$ cat src/hdlctx_pkg.sv
// shared constants, register map and types of the hdlc transmit unit
package hdlctx_pkg;
	// ****************************************
	// register indices (byte address = 4 * index)
	// ****************************************
	localparam logic [9:0] IDX_CFG    = 10'h0a8;
	localparam logic [9:0] IDX_START  = 10'h0a9;
	localparam logic [9:0] IDX_LOW    = 10'h0aa;
	localparam logic [9:0] IDX_IEN    = 10'h0ab;
	localparam logic [9:0] IDX_STATUS = 10'h0ac;
	localparam logic [9:0] IDX_DATA   = 10'h0ad;
	// ****************************************
	// field positions
	// ****************************************
	localparam int CFG_EN     = 0;
	localparam int CFG_CRC    = 1;
	localparam int CFG_ABORT  = 2;
	localparam int CFG_EOM    = 3;
	localparam int CFG_REPORT_INSERT_ENABLE   = 5;
	localparam int CFG_QCLR   = 6;
	localparam int CFG_SHARE  = 7;
	localparam int EV_LOW     = 0;
	localparam int EV_UDR     = 1;
	localparam int EV_OVR     = 2;
	localparam int EV_FULL    = 3;
	localparam int EV_RPT     = 4;
	localparam int ST_BELOW   = 5;
	localparam int ST_FULLNOW = 6;
	// ****************************************
	// reset values
	// ****************************************
	localparam logic       RST_SHARE = 1'b1;
	localparam logic       RST_CRC   = 1'b0;
	localparam logic [6:0] RST_START = 7'h40;
	localparam logic [6:0] RST_LOW   = 7'h04;
	// ****************************************
	// queue and line patterns
	// ****************************************
	localparam int          Q_DEPTH   = 128;
	localparam logic [7:0]  Q_FULLCNT = 8'h80;
	localparam logic [7:0]  PAT_FLAG  = 8'h7e;
	localparam logic [7:0]  PAT_ABORT = 8'hfe;
	localparam logic [7:0]  PAT_ONES  = 8'hff;
	localparam logic [3:0]  BITS_BYTE = 4'h8;
	localparam logic [2:0]  STUFF_RUN = 3'h5;
	localparam logic [15:0] CRC_INIT  = 16'hffff;
	localparam logic [15:0] CRC_POLY  = 16'h1021;
	localparam logic [1:0]  PRE_FLAGS = 2'h2;
	typedef enum logic [5:0] {
		ST_OFF   = 6'h01,
		ST_FLAG  = 6'h02,
		ST_DATA  = 6'h04,
		ST_FCS   = 6'h08,
		ST_ABORT = 6'h10,
		ST_RPT   = 6'h20
	} hdlctx_state_t;
endpackage

$ cat src/hdlctx_queue.sv
// 128-byte transmit queue with end-of-packet marks
module hdlctx_queue (
	input  wire logic       pclk,
	input  wire logic       presetn,
	input  wire logic       clr,
	input  wire logic       wr,
	input  wire logic [7:0] din,
	input  wire logic       mark,
	input  wire logic       rd,
	output logic      [7:0] dout,
	output logic            dlast,
	output logic      [7:0] count
);
	logic [7:0]   mem [hdlctx_pkg::Q_DEPTH];
	logic [127:0] mark_r;
	logic [6:0]   wp_r;
	logic [6:0]   rp_r;

	assign dout  = mem[rp_r];
	assign dlast = mark_r[rp_r];

	always_ff @(posedge pclk) begin
		if (wr) begin
			mem[wp_r] <= din;
		end
	end

	always_ff @(posedge pclk or negedge presetn) begin
		if (!presetn) begin
			wp_r  <= 7'h00;
			rp_r  <= 7'h00;
			count <= 8'h00;
		end else if (clr) begin
			wp_r  <= 7'h00;
			rp_r  <= 7'h00;
			count <= 8'h00;
		end else begin
			if (wr) begin
				wp_r <= wp_r + 7'h01;
			end
			if (rd) begin
				rp_r <= rp_r + 7'h01;
			end
			count <= count + {7'h00, wr} - {7'h00, rd};
		end
	end

	// a late end mark tags the byte written most recently, if still queued
	always_ff @(posedge pclk or negedge presetn) begin
		if (!presetn) begin
			mark_r <= '0;
		end else begin
			if (mark && count != 8'h00) begin
				mark_r[wp_r - 7'h01] <= 1'b1;
			end
			if (wr) begin
				mark_r[wp_r] <= 1'b0;
			end
		end
	end
endmodule

$ cat src/hdlctx_framer.sv
// hdlc transmit framer: apb registers, queue control, bit serializer
// Functional notes
// - abort: finish byte, send abort, clear queue
// - held abort repeats; rising edge forces one
// - report beats abort; two flags before it
// - end mark closes packet, check word appended
// - data write clears end mark
// - report inserted after current packet and flags
// - report enable works in first instance only
// - queue clear acts within one cycle
// - shared flag mode: one flag between frames
// - start sending when fill exceeds start level
// - stop at packet end, fill not above start
// - below low level sets latched and live bits
// - enabled latched flags pull irq low
// - status read clears latched flags
// - status write clears underrun
// - queue empty mid packet sets underrun
// - write into full queue sets overrun
// - full at 128 bytes, latched on entry
// - waiting report sets report ready flag
// - bytes go out bit 0 first
// - enabled sends flags; disabled sends ones
// - crc16 ccitt, high bit first, on queued packets and reports
module hdlctx_framer #(
	parameter int INSTANCE = 1
) (
	input  wire logic        pclk,
	input  wire logic        presetn,
	input  wire logic        psel,
	input  wire logic        penable,
	input  wire logic        pwrite,
	input  wire logic [11:0] paddr,
	input  wire logic [31:0] pwdata,
	output logic      [31:0] prdata,
	output logic             pready,
	output logic             pslverr,
	input  wire logic        bit_slot,
	output logic             dl_bit,
	input  wire logic        rpt_pending,
	input  wire logic [7:0]  rpt_byte,
	input  wire logic        rpt_last,
	output logic             rpt_take,
	output logic             irq_n
);
	// ****************************************
	// declarations
	// ****************************************
	logic        en_r, crc_on_r, abt_r, eom_r, report_insert_enable_r, qclr_r, share_r;
	logic [6:0]  start_r, low_r;
	logic [4:0]  ien_r, ev_r, ev_set, ev_clr;
	logic [7:0]  txb_r, q_dout, q_cnt;
	logic        q_last, q_empty, q_full, q_wr, q_rd, q_clr;
	logic        setup, wr_acc, rd_acc;
	logic        sel_cfg, sel_start, sel_low, sel_ien, sel_stat, sel_data;
	logic        below, below_q, full_q, rptp_q;
	logic [31:0] rdat;
	logic        started_r;
	hdlctx_pkg::hdlctx_state_t st_r, nst;
	logic [7:0]  sh_r, lv;
	logic [3:0]  bcnt_r;
	logic [2:0]  ones_r;
	logic [15:0] crc_r;
	logic        stuff_r, crc_act_r, last_r, fcs2_r, owe_r, abt_q;
	logic [1:0]  flg_r, flg_n, need;
	logic        ld, lstuff, lcrc, crc_clr, take, udr_evt, owe_clr;
	logic        last_n, fcs2_n, report_insert_enable_eff, rpt_go, gap_ok, abt_go, bit_out;

	function automatic logic [7:0] rev8(input logic [7:0] x);
		logic [7:0] y;
		y = 8'h00;
		for (int i = 0; i < 8; i++) begin
			y[i] = x[7 - i];
		end
		return y;
	endfunction

	// ****************************************
	// apb decode
	// ****************************************
	assign setup    = psel & ~penable;
	assign wr_acc   = psel & penable & pready & pwrite;
	assign rd_acc   = psel & penable & pready & ~pwrite;

	always_comb begin
		sel_cfg   = 1'b0;
		sel_start = 1'b0;
		sel_low   = 1'b0;
		sel_ien   = 1'b0;
		sel_stat  = 1'b0;
		sel_data  = 1'b0;
		if (paddr[11:2] == hdlctx_pkg::IDX_CFG) begin
			sel_cfg = 1'b1;
		end else if (paddr[11:2] == hdlctx_pkg::IDX_START) begin
			sel_start = 1'b1;
		end else if (paddr[11:2] == hdlctx_pkg::IDX_LOW) begin
			sel_low = 1'b1;
		end else if (paddr[11:2] == hdlctx_pkg::IDX_IEN) begin
			sel_ien = 1'b1;
		end else if (paddr[11:2] == hdlctx_pkg::IDX_STATUS) begin
			sel_stat = 1'b1;
		end else if (paddr[11:2] == hdlctx_pkg::IDX_DATA) begin
			sel_data = 1'b1;
		end
	end

	always_comb begin
		rdat = 32'h0000_0000;
		if (sel_cfg) begin
			rdat[7:0] = {share_r, qclr_r, report_insert_enable_r, 1'b0, eom_r, abt_r, crc_on_r, en_r};
		end else if (sel_start) begin
			rdat[6:0] = start_r;
		end else if (sel_low) begin
			rdat[6:0] = low_r;
		end else if (sel_ien) begin
			rdat[4:0] = ien_r;
		end else if (sel_stat) begin
			rdat[6:0] = {q_full, below, ev_r};
		end else if (sel_data) begin
			rdat[7:0] = txb_r;
		end
	end

	// zero-wait slave: data sampled in setup, ready in the access cycle
	always_ff @(posedge pclk or negedge presetn) begin
		if (!presetn) begin
			prdata  <= 32'h0000_0000;
			pready  <= 1'b0;
			pslverr <= 1'b0;
		end else begin
			pready <= setup;
			if (setup) begin
				prdata  <= rdat;
				pslverr <= ~(sel_cfg | sel_start | sel_low | sel_ien | sel_stat | sel_data);
			end
		end
	end

	// ****************************************
	// register file
	// ****************************************
	always_ff @(posedge pclk or negedge presetn) begin
		if (!presetn) begin
			en_r     <= 1'b0;
			crc_on_r <= hdlctx_pkg::RST_CRC;
			abt_r    <= 1'b0;
			report_insert_enable_r   <= 1'b0;
			qclr_r   <= 1'b0;
			share_r  <= hdlctx_pkg::RST_SHARE;
		end else if (wr_acc && sel_cfg) begin
			en_r     <= pwdata[hdlctx_pkg::CFG_EN];
			crc_on_r <= pwdata[hdlctx_pkg::CFG_CRC];
			abt_r    <= pwdata[hdlctx_pkg::CFG_ABORT];
			report_insert_enable_r   <= pwdata[hdlctx_pkg::CFG_REPORT_INSERT_ENABLE];
			qclr_r   <= pwdata[hdlctx_pkg::CFG_QCLR];
			share_r  <= pwdata[hdlctx_pkg::CFG_SHARE];
		end
	end

	always_ff @(posedge pclk or negedge presetn) begin
		if (!presetn) begin
			eom_r <= 1'b0;
		end else if (wr_acc && sel_data) begin
			eom_r <= 1'b0;
		end else if (wr_acc && sel_cfg) begin
			eom_r <= pwdata[hdlctx_pkg::CFG_EOM];
		end
	end

	always_ff @(posedge pclk or negedge presetn) begin
		if (!presetn) begin
			start_r <= hdlctx_pkg::RST_START;
			low_r   <= hdlctx_pkg::RST_LOW;
			ien_r   <= 5'h00;
			txb_r   <= 8'h00;
		end else if (wr_acc) begin
			if (sel_start) begin
				start_r <= pwdata[6:0];
			end
			if (sel_low) begin
				low_r <= pwdata[6:0];
			end
			if (sel_ien) begin
				ien_r <= pwdata[4:0];
			end
			if (sel_data) begin
				txb_r <= pwdata[7:0];
			end
		end
	end

	// ****************************************
	// queue
	// ****************************************
	assign q_empty = (q_cnt == 8'h00);
	assign q_full  = (q_cnt == hdlctx_pkg::Q_FULLCNT);
	assign q_wr    = wr_acc & sel_data & ~q_full;
	// abort keeps the queue flushed; the byte on the line is already out of it
	assign q_clr   = qclr_r | abt_r;
	assign below   = q_empty | (q_cnt < {1'b0, low_r});

	hdlctx_queue u_queue (
		.pclk    (pclk),
		.presetn (presetn),
		.clr     (q_clr),
		.wr      (q_wr),
		.din     (pwdata[7:0]),
		.mark    (wr_acc & sel_cfg & pwdata[hdlctx_pkg::CFG_EOM]),
		.rd      (q_rd),
		.dout    (q_dout),
		.dlast   (q_last),
		.count   (q_cnt)
	);

	// ****************************************
	// events and interrupt
	// ****************************************
	assign ev_set[hdlctx_pkg::EV_LOW]  = below & ~below_q;
	assign ev_set[hdlctx_pkg::EV_UDR]  = udr_evt;
	assign ev_set[hdlctx_pkg::EV_OVR]  = wr_acc & sel_data & q_full;
	assign ev_set[hdlctx_pkg::EV_FULL] = q_full & ~full_q;
	assign ev_set[hdlctx_pkg::EV_RPT]  = rpt_pending & ~rptp_q;

	// only bits shown to the reader are cleared; set beats clear
	always_comb begin
		ev_clr = 5'h00;
		if (rd_acc && sel_stat) begin
			ev_clr = prdata[4:0];
		end
		if (wr_acc && sel_stat) begin
			ev_clr[hdlctx_pkg::EV_UDR] = 1'b1;
		end
	end

	always_ff @(posedge pclk or negedge presetn) begin
		if (!presetn) begin
			ev_r    <= 5'h00;
			below_q <= 1'b0;
			full_q  <= 1'b0;
			rptp_q  <= 1'b0;
			irq_n   <= 1'b1;
		end else begin
			ev_r    <= (ev_r & ~ev_clr) | ev_set;
			below_q <= below;
			full_q  <= q_full;
			rptp_q  <= rpt_pending;
			irq_n   <= ~|(ev_r & ien_r);
		end
	end

	// ****************************************
	// start and stop of queue draining
	// ****************************************
	always_ff @(posedge pclk or negedge presetn) begin
		if (!presetn) begin
			started_r <= 1'b0;
		end else if (q_cnt > {1'b0, start_r}) begin
			started_r <= 1'b1;
		end else if (st_r != hdlctx_pkg::ST_DATA && st_r != hdlctx_pkg::ST_FCS) begin
			started_r <= 1'b0;
		end
	end

	// ****************************************
	// unit selection at byte boundaries
	// ****************************************
	assign report_insert_enable_eff = report_insert_enable_r & (INSTANCE == 1);
	assign rpt_go   = rpt_pending & report_insert_enable_eff;
	assign need     = share_r ? 2'h1 : 2'h2;
	assign gap_ok   = flg_r >= need;
	assign abt_go   = (abt_r | owe_r) & (st_r != hdlctx_pkg::ST_FLAG | gap_ok);
	// an owed stuffed zero goes out before the next unit is loaded
	assign ld       = (bcnt_r == 4'h0) & ~(stuff_r & (ones_r == hdlctx_pkg::STUFF_RUN));

	always_comb begin
		nst     = st_r;
		lv      = hdlctx_pkg::PAT_FLAG;
		lstuff  = 1'b0;
		lcrc    = 1'b0;
		crc_clr = 1'b0;
		q_rd    = 1'b0;
		take    = 1'b0;
		udr_evt = 1'b0;
		owe_clr = 1'b0;
		flg_n   = flg_r;
		last_n  = last_r;
		fcs2_n  = fcs2_r;
		if (!ld) begin
			nst = st_r;
		end else if (!en_r) begin
			nst   = hdlctx_pkg::ST_OFF;
			lv    = hdlctx_pkg::PAT_ONES;
			flg_n = 2'h0;
		end else begin
			case (st_r)
				hdlctx_pkg::ST_DATA, hdlctx_pkg::ST_RPT: begin
					if (st_r == hdlctx_pkg::ST_DATA && abt_r) begin
						nst     = hdlctx_pkg::ST_ABORT;
						lv      = hdlctx_pkg::PAT_ABORT;
						owe_clr = 1'b1;
						flg_n   = 2'h0;
					end else if (last_r && crc_on_r) begin
						nst    = hdlctx_pkg::ST_FCS;
						lv     = rev8(~crc_r[15:8]);
						lstuff = 1'b1;
						fcs2_n = 1'b1;
					end else if (last_r) begin
						nst   = hdlctx_pkg::ST_FLAG;
						flg_n = 2'h1;
					end else if (st_r == hdlctx_pkg::ST_RPT) begin
						lv     = rpt_byte;
						take   = 1'b1;
						lstuff = 1'b1;
						lcrc   = 1'b1;
						last_n = rpt_last;
					end else if (q_empty) begin
						nst     = hdlctx_pkg::ST_ABORT;
						lv      = hdlctx_pkg::PAT_ABORT;
						udr_evt = 1'b1;
						flg_n   = 2'h0;
					end else begin
						lv     = q_dout;
						q_rd   = 1'b1;
						lstuff = 1'b1;
						lcrc   = 1'b1;
						last_n = q_last;
					end
				end
				hdlctx_pkg::ST_FCS: begin
					if (fcs2_r) begin
						lv     = rev8(~crc_r[7:0]);
						lstuff = 1'b1;
						fcs2_n = 1'b0;
					end else begin
						nst   = hdlctx_pkg::ST_FLAG;
						flg_n = 2'h1;
					end
				end
				default: begin
					if (rpt_go && flg_r >= hdlctx_pkg::PRE_FLAGS) begin
						nst     = hdlctx_pkg::ST_RPT;
						lv      = rpt_byte;
						take    = 1'b1;
						lstuff  = 1'b1;
						lcrc    = 1'b1;
						crc_clr = 1'b1;
						last_n  = rpt_last;
						flg_n   = 2'h0;
					end else if (!rpt_go && abt_go) begin
						nst     = hdlctx_pkg::ST_ABORT;
						lv      = hdlctx_pkg::PAT_ABORT;
						owe_clr = 1'b1;
						flg_n   = 2'h0;
					end else if (!rpt_go && started_r && !q_empty && gap_ok) begin
						nst     = hdlctx_pkg::ST_DATA;
						lv      = q_dout;
						q_rd    = 1'b1;
						lstuff  = 1'b1;
						lcrc    = 1'b1;
						crc_clr = 1'b1;
						last_n  = q_last;
						flg_n   = 2'h0;
					end else begin
						nst   = hdlctx_pkg::ST_FLAG;
						flg_n = (flg_r == 2'h3) ? flg_r : flg_r + 2'h1;
					end
				end
			endcase
		end
	end

	// ****************************************
	// serializer
	// ****************************************
	// bit_slot must not come in the cycle right after a unit's last bit
	assign bit_out = sh_r[0];

	always_ff @(posedge pclk or negedge presetn) begin
		if (!presetn) begin
			st_r      <= hdlctx_pkg::ST_OFF;
			sh_r      <= hdlctx_pkg::PAT_ONES;
			bcnt_r    <= 4'h0;
			ones_r    <= 3'h0;
			crc_r     <= hdlctx_pkg::CRC_INIT;
			stuff_r   <= 1'b0;
			crc_act_r <= 1'b0;
			last_r    <= 1'b0;
			fcs2_r    <= 1'b0;
			flg_r     <= 2'h0;
			dl_bit    <= 1'b1;
			rpt_take  <= 1'b0;
		end else begin
			rpt_take <= take;
			if (ld) begin
				st_r      <= nst;
				sh_r      <= lv;
				bcnt_r    <= hdlctx_pkg::BITS_BYTE;
				stuff_r   <= lstuff;
				crc_act_r <= lcrc;
				last_r    <= last_n;
				fcs2_r    <= fcs2_n;
				flg_r     <= flg_n;
				if (!lstuff) begin
					ones_r <= 3'h0;
				end
				if (crc_clr) begin
					crc_r <= hdlctx_pkg::CRC_INIT;
				end
			end else if (bit_slot) begin
				if (stuff_r && ones_r == hdlctx_pkg::STUFF_RUN) begin
					dl_bit <= 1'b0;
					ones_r <= 3'h0;
				end else begin
					dl_bit <= bit_out;
					sh_r   <= {1'b1, sh_r[7:1]};
					bcnt_r <= bcnt_r - 4'h1;
					ones_r <= bit_out ? ones_r + {2'h0, ones_r != 3'h7} : 3'h0;
					if (crc_act_r) begin
						crc_r <= {crc_r[14:0], 1'b0} ^
							((crc_r[15] ^ bit_out) ? hdlctx_pkg::CRC_POLY : 16'h0000);
					end
				end
			end
		end
	end

	// rising edge of abort request owes at least one pattern
	always_ff @(posedge pclk or negedge presetn) begin
		if (!presetn) begin
			owe_r <= 1'b0;
			abt_q <= 1'b0;
		end else begin
			abt_q <= abt_r;
			if (abt_r && !abt_q) begin
				owe_r <= 1'b1;
			end else if (owe_clr) begin
				owe_r <= 1'b0;
			end
		end
	end
endmodule

$ cat config.mk
export PLATFORM = sky130hd
export DESIGN_NAME = hdlctx_framer
export DESIGN_NICKNAME = d
export VERILOG_FILES = /design/src/hdlctx_pkg.sv /design/src/hdlctx_queue.sv /design/src/hdlctx_framer.sv
export SDC_FILE = /design/constraint.sdc
export NUM_CORES = 2
export LEC_CHECK = 0
export ABC_CLOCK_PERIOD_IN_PS = 10800
export BUFFER_PORTS_ARGS = -buffer_cell sky130_fd_sc_hd__buf_2
export CORE_MARGIN = 3
export CORE_UTILIZATION = 25
export CTS_BUF_LIST = sky130_fd_sc_hd__clkbuf_4
export CTS_CLUSTER_SIZE = 25
export DETAILED_ROUTE_END_ITERATION = 10
export PLACE_DENSITY = 0.35
export SYNTH_ARGS = -nofsm -noshare
export SYNTH_HDL_FRONTEND = slang
export SYNTH_SLANG_ARGS = --single-unit
$ cat constraint.sdc
create_clock -name pclk -period 10.8 [get_ports pclk]
set_input_delay 2.16 -clock pclk [delete_from_list [all_inputs] [get_ports pclk]]
set_output_delay 2.16 -clock pclk [all_outputs]
set_load 0.05 [all_outputs]
* Word level (Yosys, flattened, before mapping)
Memory sizes are Yosys's and may differ from the RTL's.
Index checks and enable logic that the tools add are counted.
** Storage, ports and cells
- Register bits after elaboration :: 251
- Latch bits :: 0
- Memory bits (writable) :: 1024
- ROM bits :: 0
- Input port bits :: 60
- Logic and storage cells :: 349
- Memories kept :: 1
** Memories
- u_queue.mem :: depth 128, bits a word 8, rd ports 1, clocked after memory_dff 0, wr ports 1, line hdlctx_queue.sv:14 : logic [7:0] mem [hdlctx_pkg::Q_DEPTH];
** Operators by class
- $add $sub $neg :: 8
- $mul :: 0
- Div/mod/pow operators :: 0
- Order comparisons :: 9
- Equality and inequality tests :: 30
- Shifts and indexed selects :: 0
- Muxes and demuxes :: 168
- Bitwise logic cells :: 47
- Reductions and logical operators :: 48
** Operators by type and width (count)
- $mux W128 :: 2
- $and A128 B128 Y128 :: 1
- $mux W8 :: 16
- $not A128 Y128 :: 1
- $or A128 B128 Y128 :: 1
- $mux W1 :: 91
- $mux W16 :: 5
- $eq A10 B8 Y1 const B :: 6
- $mux W7 :: 7
- $mux W6 :: 8
- $lt A7 B8 Y1 const B :: 3
- $mux W2 :: 12
- $mux W3 :: 7
- $and A1 B1 Y1 :: 17
- $logic_and A1 B1 Y1 :: 17
- $not A8 Y8 :: 2
- $pmux W8 S2 :: 1
- $reduce_bool A2 Y1 :: 8
- $xor A16 B13 Y16 :: 1
- $mux W5 :: 3
- $add A7 B1 Y7 const B :: 2
- $demux W1 S7 :: 2
- $ge A7 B1 Y1 const B :: 2
- $pmux W1 S2 :: 7
- other kinds (51) :: 88

* Longest topological paths before layout
- Depth in word-level cells :: 13
- Depth in mapped cells :: 19
- Mapped depth without buffers :: 18

* Hierarchy
From an unflattened synthesis, not the netlist that was laid out.
** Unflattened totals
- Cells, all modules :: 3176
- Area total of the unflattened synthesis :: 52992.1 um2
** Modules (own cells, without submodules)
- hdlctx_queue :: instances 1, cells an instance 2554, area an instance 46983.8 um2, sequential area each 34503.1 um2
- hdlctx_framer :: instances 1, cells an instance 622, area an instance 6008.3 um2, sequential area each 2565.0 um2

* Worst setup path before layout
Ideal clock, no wire load.
- Kind :: input -> register
- Start point :: in rpt_pending
- End point :: reg u_queue.count[7]
- Setup time :: 132 ps
- Arrival :: 4801 ps
- Required time :: 10668 ps
- Setup slack :: 5868 ps
- Cell stages on the path :: 16
- Path buffers :: 1
- Path through :: a211oi_1 nand4_1 o22ai_1 and2_1 clkbuf_1 ha_1 inv_1 ha_1 a21o_1 a21oi_1 o21bai_1 a21oi_1 o21bai_1 a21oi_1 xnor2_1 nor2_1
** Between the ends
- Cells in the longest elaborated chain, start to end :: 13
** Ends and longest elaborated chain
- from (decl) :: line hdlctx_framer.sv:40 : input wire logic rpt_pending,
- $and A1 B1 Y1 (*) :: line hdlctx_framer.sv:268 : assign rpt_go = rpt_pending & report_insert_enable_eff;
- $logic_not A1 Y1 :: line hdlctx_framer.sv:349, hdlctx_framer.sv:354
- $logic_and A1 B1 Y1 (3 in series) :: line hdlctx_framer.sv:354 : end else if (!rpt_go && started_r && !q_empty && gap_ok) begin
- $mux W1 :: line hdlctx_framer.sv:354
- $mux W1 :: line hdlctx_framer.sv:349 : end else if (!rpt_go && abt_go) begin
- $mux W1 (*) :: line hdlctx_framer.sv:340 : if (rpt_go && flg_r >= hdlctx_pkg::PRE_FLAGS) begin
- $pmux W1 S2 (*) :: line hdlctx_framer.sv:295 : case (st_r)
- $mux W1 (*) :: line hdlctx_framer.sv:290 : end else if (!en_r) begin
- $mux W1 (*) :: line hdlctx_framer.sv:288 : if (!ld) begin
- $sub A8 B1 Y8 (*) :: line hdlctx_queue.sv:44 : count <= count + {7'h00, wr} - {7'h00, rd};
- $mux W8 (*) :: line hdlctx_queue.sv:33 : end else if (clr) begin
- to (signal assigned) :: line hdlctx_queue.sv:44
- to (decl) :: line hdlctx_queue.sv:12 : output logic [7:0] count
Every way passes the cells marked *; elsewhere a longest branch is shown, timed or not.
A chain may end at the register's enable or synchronous reset.

* Worst setup path in the final report
- Start point :: in paddr[10]
- End point :: mem u_queue.mem[84][0], enable pin
** Between the ends
- Cells in the longest elaborated chain, start to end :: 11
** Ends and longest elaborated chain
- from (decl) :: line hdlctx_framer.sv:33 : input wire logic [11:0] paddr,
- $eq A10 B8 Y1 :: line hdlctx_framer.sv:102 : end else if (paddr[11:2] == hdlctx_pkg::IDX_DATA) begin
- $mux W1 :: line hdlctx_framer.sv:102
- $mux W1 :: line hdlctx_framer.sv:100 : end else if (paddr[11:2] == hdlctx_pkg::IDX_STATUS) begin
- $mux W1 :: line hdlctx_framer.sv:98 : end else if (paddr[11:2] == hdlctx_pkg::IDX_IEN) begin
- $mux W1 :: line hdlctx_framer.sv:96 : end else if (paddr[11:2] == hdlctx_pkg::IDX_LOW) begin
- $mux W1 :: line hdlctx_framer.sv:94 : end else if (paddr[11:2] == hdlctx_pkg::IDX_START) begin
- $mux W1 (*) :: line hdlctx_framer.sv:92 : if (paddr[11:2] == hdlctx_pkg::IDX_CFG) begin
- $and A1 B1 Y1 (*) (2 in series) :: line hdlctx_framer.sv:197 : assign q_wr = wr_acc & sel_data & ~q_full;
- $mux W1 (*) :: line hdlctx_queue.sv:23 : if (wr) begin
- $mux W1 (implied by the code) (*) :: line hdlctx_queue.sv:24 : mem[wp_r] <= din;
- to (decl) :: line hdlctx_queue.sv:14
Marked as above.

==> impl_summary.txt <==
----------------------------------------------------
[Synthesis]
  Number of flops mapped to enable cells by yosys ... 1024
  Main combinational cell family by area after synthesis ... multiplexers
  Most used DFF post-synth ... edfxtp_1
  Adder-cell area share of the yosys netlist ... 0.870%
  Share of synthesized registers carrying an async set or reset ... 19.7%
  Gate count after technology mapping ... 3115
  Number of warning messages in the yosys log ... 0
  Mux contribution to synthesized area ... 15.5%
  Distinct cell type count after synthesis ... 68
  Synthesized cell area ... 52600 um^2
  Simple-gate share of the synthesized area ... 5.63%
  Post-synthesis sequential area ratio ... 70.4%
  Synthesized-area fraction occupied by ao, oa, aoi and oai cells ... 4.92%
  Xor/xnor cell area share of the yosys netlist ... 0.416%
  Number of storage elements in the synthesis netlist ... 1275
  Syn Area/Cell ... 16.9 um^2

[Clocking]
  Resize count post-CTS ... 0
  Clk sink count ... 1275
  Total CTS buffers ... 370
  Max Buffers Root-to-Sink ... 4
  Post-CTS Setup Inserts ... 0
  TritonCTS clock tree ... yes
  CTS HTree Levels ... 5
  Clk slew on worst S/H paths ... 60 ps
  Cts-stage hold buffer count ... 0
  Root buffer cell ... clkbuf_4
  Insertion delay to the later sink of the worst-skew pair ... 1350 ps

[Route]
  Vias after detailed routing ... 30300
  Total Routed Length ... 164 mm
  Count of TritonRoute iterations in the first routing pass ... 5
  Post-route DRC violation count ... 0
  Antenna Nets Post-Route ... 0
  Wire per inst ... 25.2 um
  Initial drt markers ... 1979
  Number of vias per cell after detailed routing ... 4.65

[Setup path]
  Worst Path Max Fanout ... 13
  Worst reg2reg startpoint ... u_queue.count[4]
  Startpoint kind of the worst setup timing path ... primary input
  Arr. time, crit path ... 6760 ps
  Critical Path Sink Type ... register
  Crit Path Category ... primary input to register
  Required time at the worst-slack endpoint ... 11660 ps
  CP Launch Point ... paddr[10]

[GRT]
  Overall routing resource usage ... 15.1%
  Antenna violations before repair ... 10
  Sum of overflow across all layers after global routing ... 0
  Via count of the first global-routing pass ... 32000
  Global-route wire length before repair ... 235 mm
  Pin count of the biggest net entering global routing ... 106

[Place]
  Post-place instance area ... 56200 um^2
  Number of buffer cells added on primary ports ... 46
  Dpl hpwl ... 102 mm
  Post-Place Worst Slack ... 3760 ps
  Final weighted congestion of routability-driven global placement ... 0.796

[Die]
  Core footprint ... 208000 um^2
  Ports placed on the boundary ... 97
  Initial Utilization ... 25.3%
  Die Outline Area ... 216000 um^2
  Die span in x ... 465 um
  Placement row count ... 167
  Die extent in y ... 465 um

[Final layout]
  Fraction of layout cells with a size suffix above 1 ... 29.4%
  # fillers ... 21000
  Area occupied by multi-input gates ... 14600 um^2
  Area taken by flip-flops and latches ... 37100 um^2
  Commonest cells after routing, fill and taps aside ... edfxtp_1 (1024), clkbuf_4 (547), nor2_1 (379)
  Number of nets in the layout ... 3543
  Most common cell after layout, fill and taps aside ... edfxtp_1
  Core Util, Final ... 29.2%
  Final cell area excluding filler cells ... 60800 um^2
  Area added between synthesis and finish ... 15.6%

[Power]
  Power Dens Cells ... 166 nW/um^2
  Leakage power of the design ... 20.1 nW
  Maximum ir drop on the vdd rail ... 0.0982 mV

[Timing]
  Worst slew pin tran ... 1450 ps
  Crit path time final ... 5900 ps
  Ratio of final minimum period to clock period ... 54.7%
  Crit path setup slack, layout ... 4900 ps
  Final number of hold-violating endpoints ... 0
  Unrepaired setup endpoints after global routing ... false
  Final setup viols ... 0
  Max frequency ... 0.169 GHz
  Final TNS setup ... 0 ps
  Final Max Slew Viols ... 0
  Setup Skew ... 124 ps
  Slew Limit Headroom ... 3.04%

[Worst hold path]
  Worst hold path type ... register to register
  Hold path startpoint ... full_q

[Run status]
  Status ... complete, no violations

[Run]
  Max-cap viol count ... 0

----------------------------------------------------
-- metal layers --
layer	part of all wire [%]	up-vias	GRT usage, %
li1	-	13100	-
met1	46	15900	20.6
met2	47	974	23.8
met3	5.2	301	3.20
met4	2.5	2	5.02
met5	0.0079	-	0
-- cells in the mapped netlist (all sizes together) (18+ instances only) --
master,count,share of area (%)
nand2,115,0.82
mux4,300,13
mux2,43,0.92
nor2b,26,0.31
clkbuf,70,0.50
o22ai,19,0.23
dfstp,30,1.5
nand4,19,0.23
nand3,28,0.27
nand2b,19,0.23
edfxtp,1024,58
ha,35,0.83
nor3,40,0.40
buf,110,1.3
o21ai,61,0.58
nor2,384,2.7
a21oi,209,2.0
inv,54,0.39
dfrtp,221,11
mux2i,91,1.7
a211oi,18,0.26
-- final timing paths --
kind | slack, ps | depth (start not counted) | endpoint
max in group asynchronous | 8270 | 2 | u_queue.mark_r[66]
min reg2reg | 430 | 1 | ev_r[3]
max reg2reg | 5800 | 19 | u_queue.count[7]
max | 4900 | 9 | u_queue.mem[84][0]
min | 430 | 1 | ev_r[3]
min in group asynchronous | 910 | 1 | u_queue.count[0]
-- layout make-up --
cell class / count / share of cell area [%]
tap: 2788 / 5.73
inverter: 55 / 0.339
clock inverter: 99 / 0.767
sequential: 1275 / 61.0
multi-input combinational: 1628 / 24.0
antenna: 12 / 0.0494
clock buffer: 547 / 6.75
timing repair buffer: 117 / 1.41
-- flip-flops by register name, summed over array words and instances, names as in the netlist, 6 cells and up --
signal          flops
u_queue.mem      1024
sh_r                8
u_queue.wp_r        7
start_r             7
u_queue.rp_r        7
u_queue.mark_r    128
prdata              8
st_r                6
crc_r              16
txb_r               8
u_queue.count       8
low_r               7
-- cell families (layout without fill, tap and decap cells) --
group	count (synthesis)	in the layout
other	1	36
adder cells (fa/ha/maj)	36	36
flip-flops	1275	1275
buffers and inverters	235	818
multiplexers	434	434
AO/OA/AOI/OAI	428	428
XOR/XNOR	25	25
AND/OR/NAND/NOR	681	681
-- critical path, stage by stage --
cell and delay (ps):
buf_2 100, nor4bb_1 350, nand2_1 400, nor3_1 380, buf_4 260, nand2_1 400
nor2_1 1160, nand2_1 420, nor2_1 1090
-- where the power goes --
part | total (mW) | switching, mW | internal [mW]
logic | 0.259 | 0.200 | 0.0596
clock network | 4.46 | 2.08 | 2.38
registers | 5.37 | 0.0211 | 5.35
-- stage by stage --
step                instances  hold slack (ps)  total power, mW
detailed placement       5863              424             5.74
global route             6520              454             10.6
global placement         5863              408             5.73
CTS                      6509              432             10.3
floorplan                3138              400             5.60
finish                   6521              426             10.1
No activity file was read; power rests on OpenSTA's default activity.
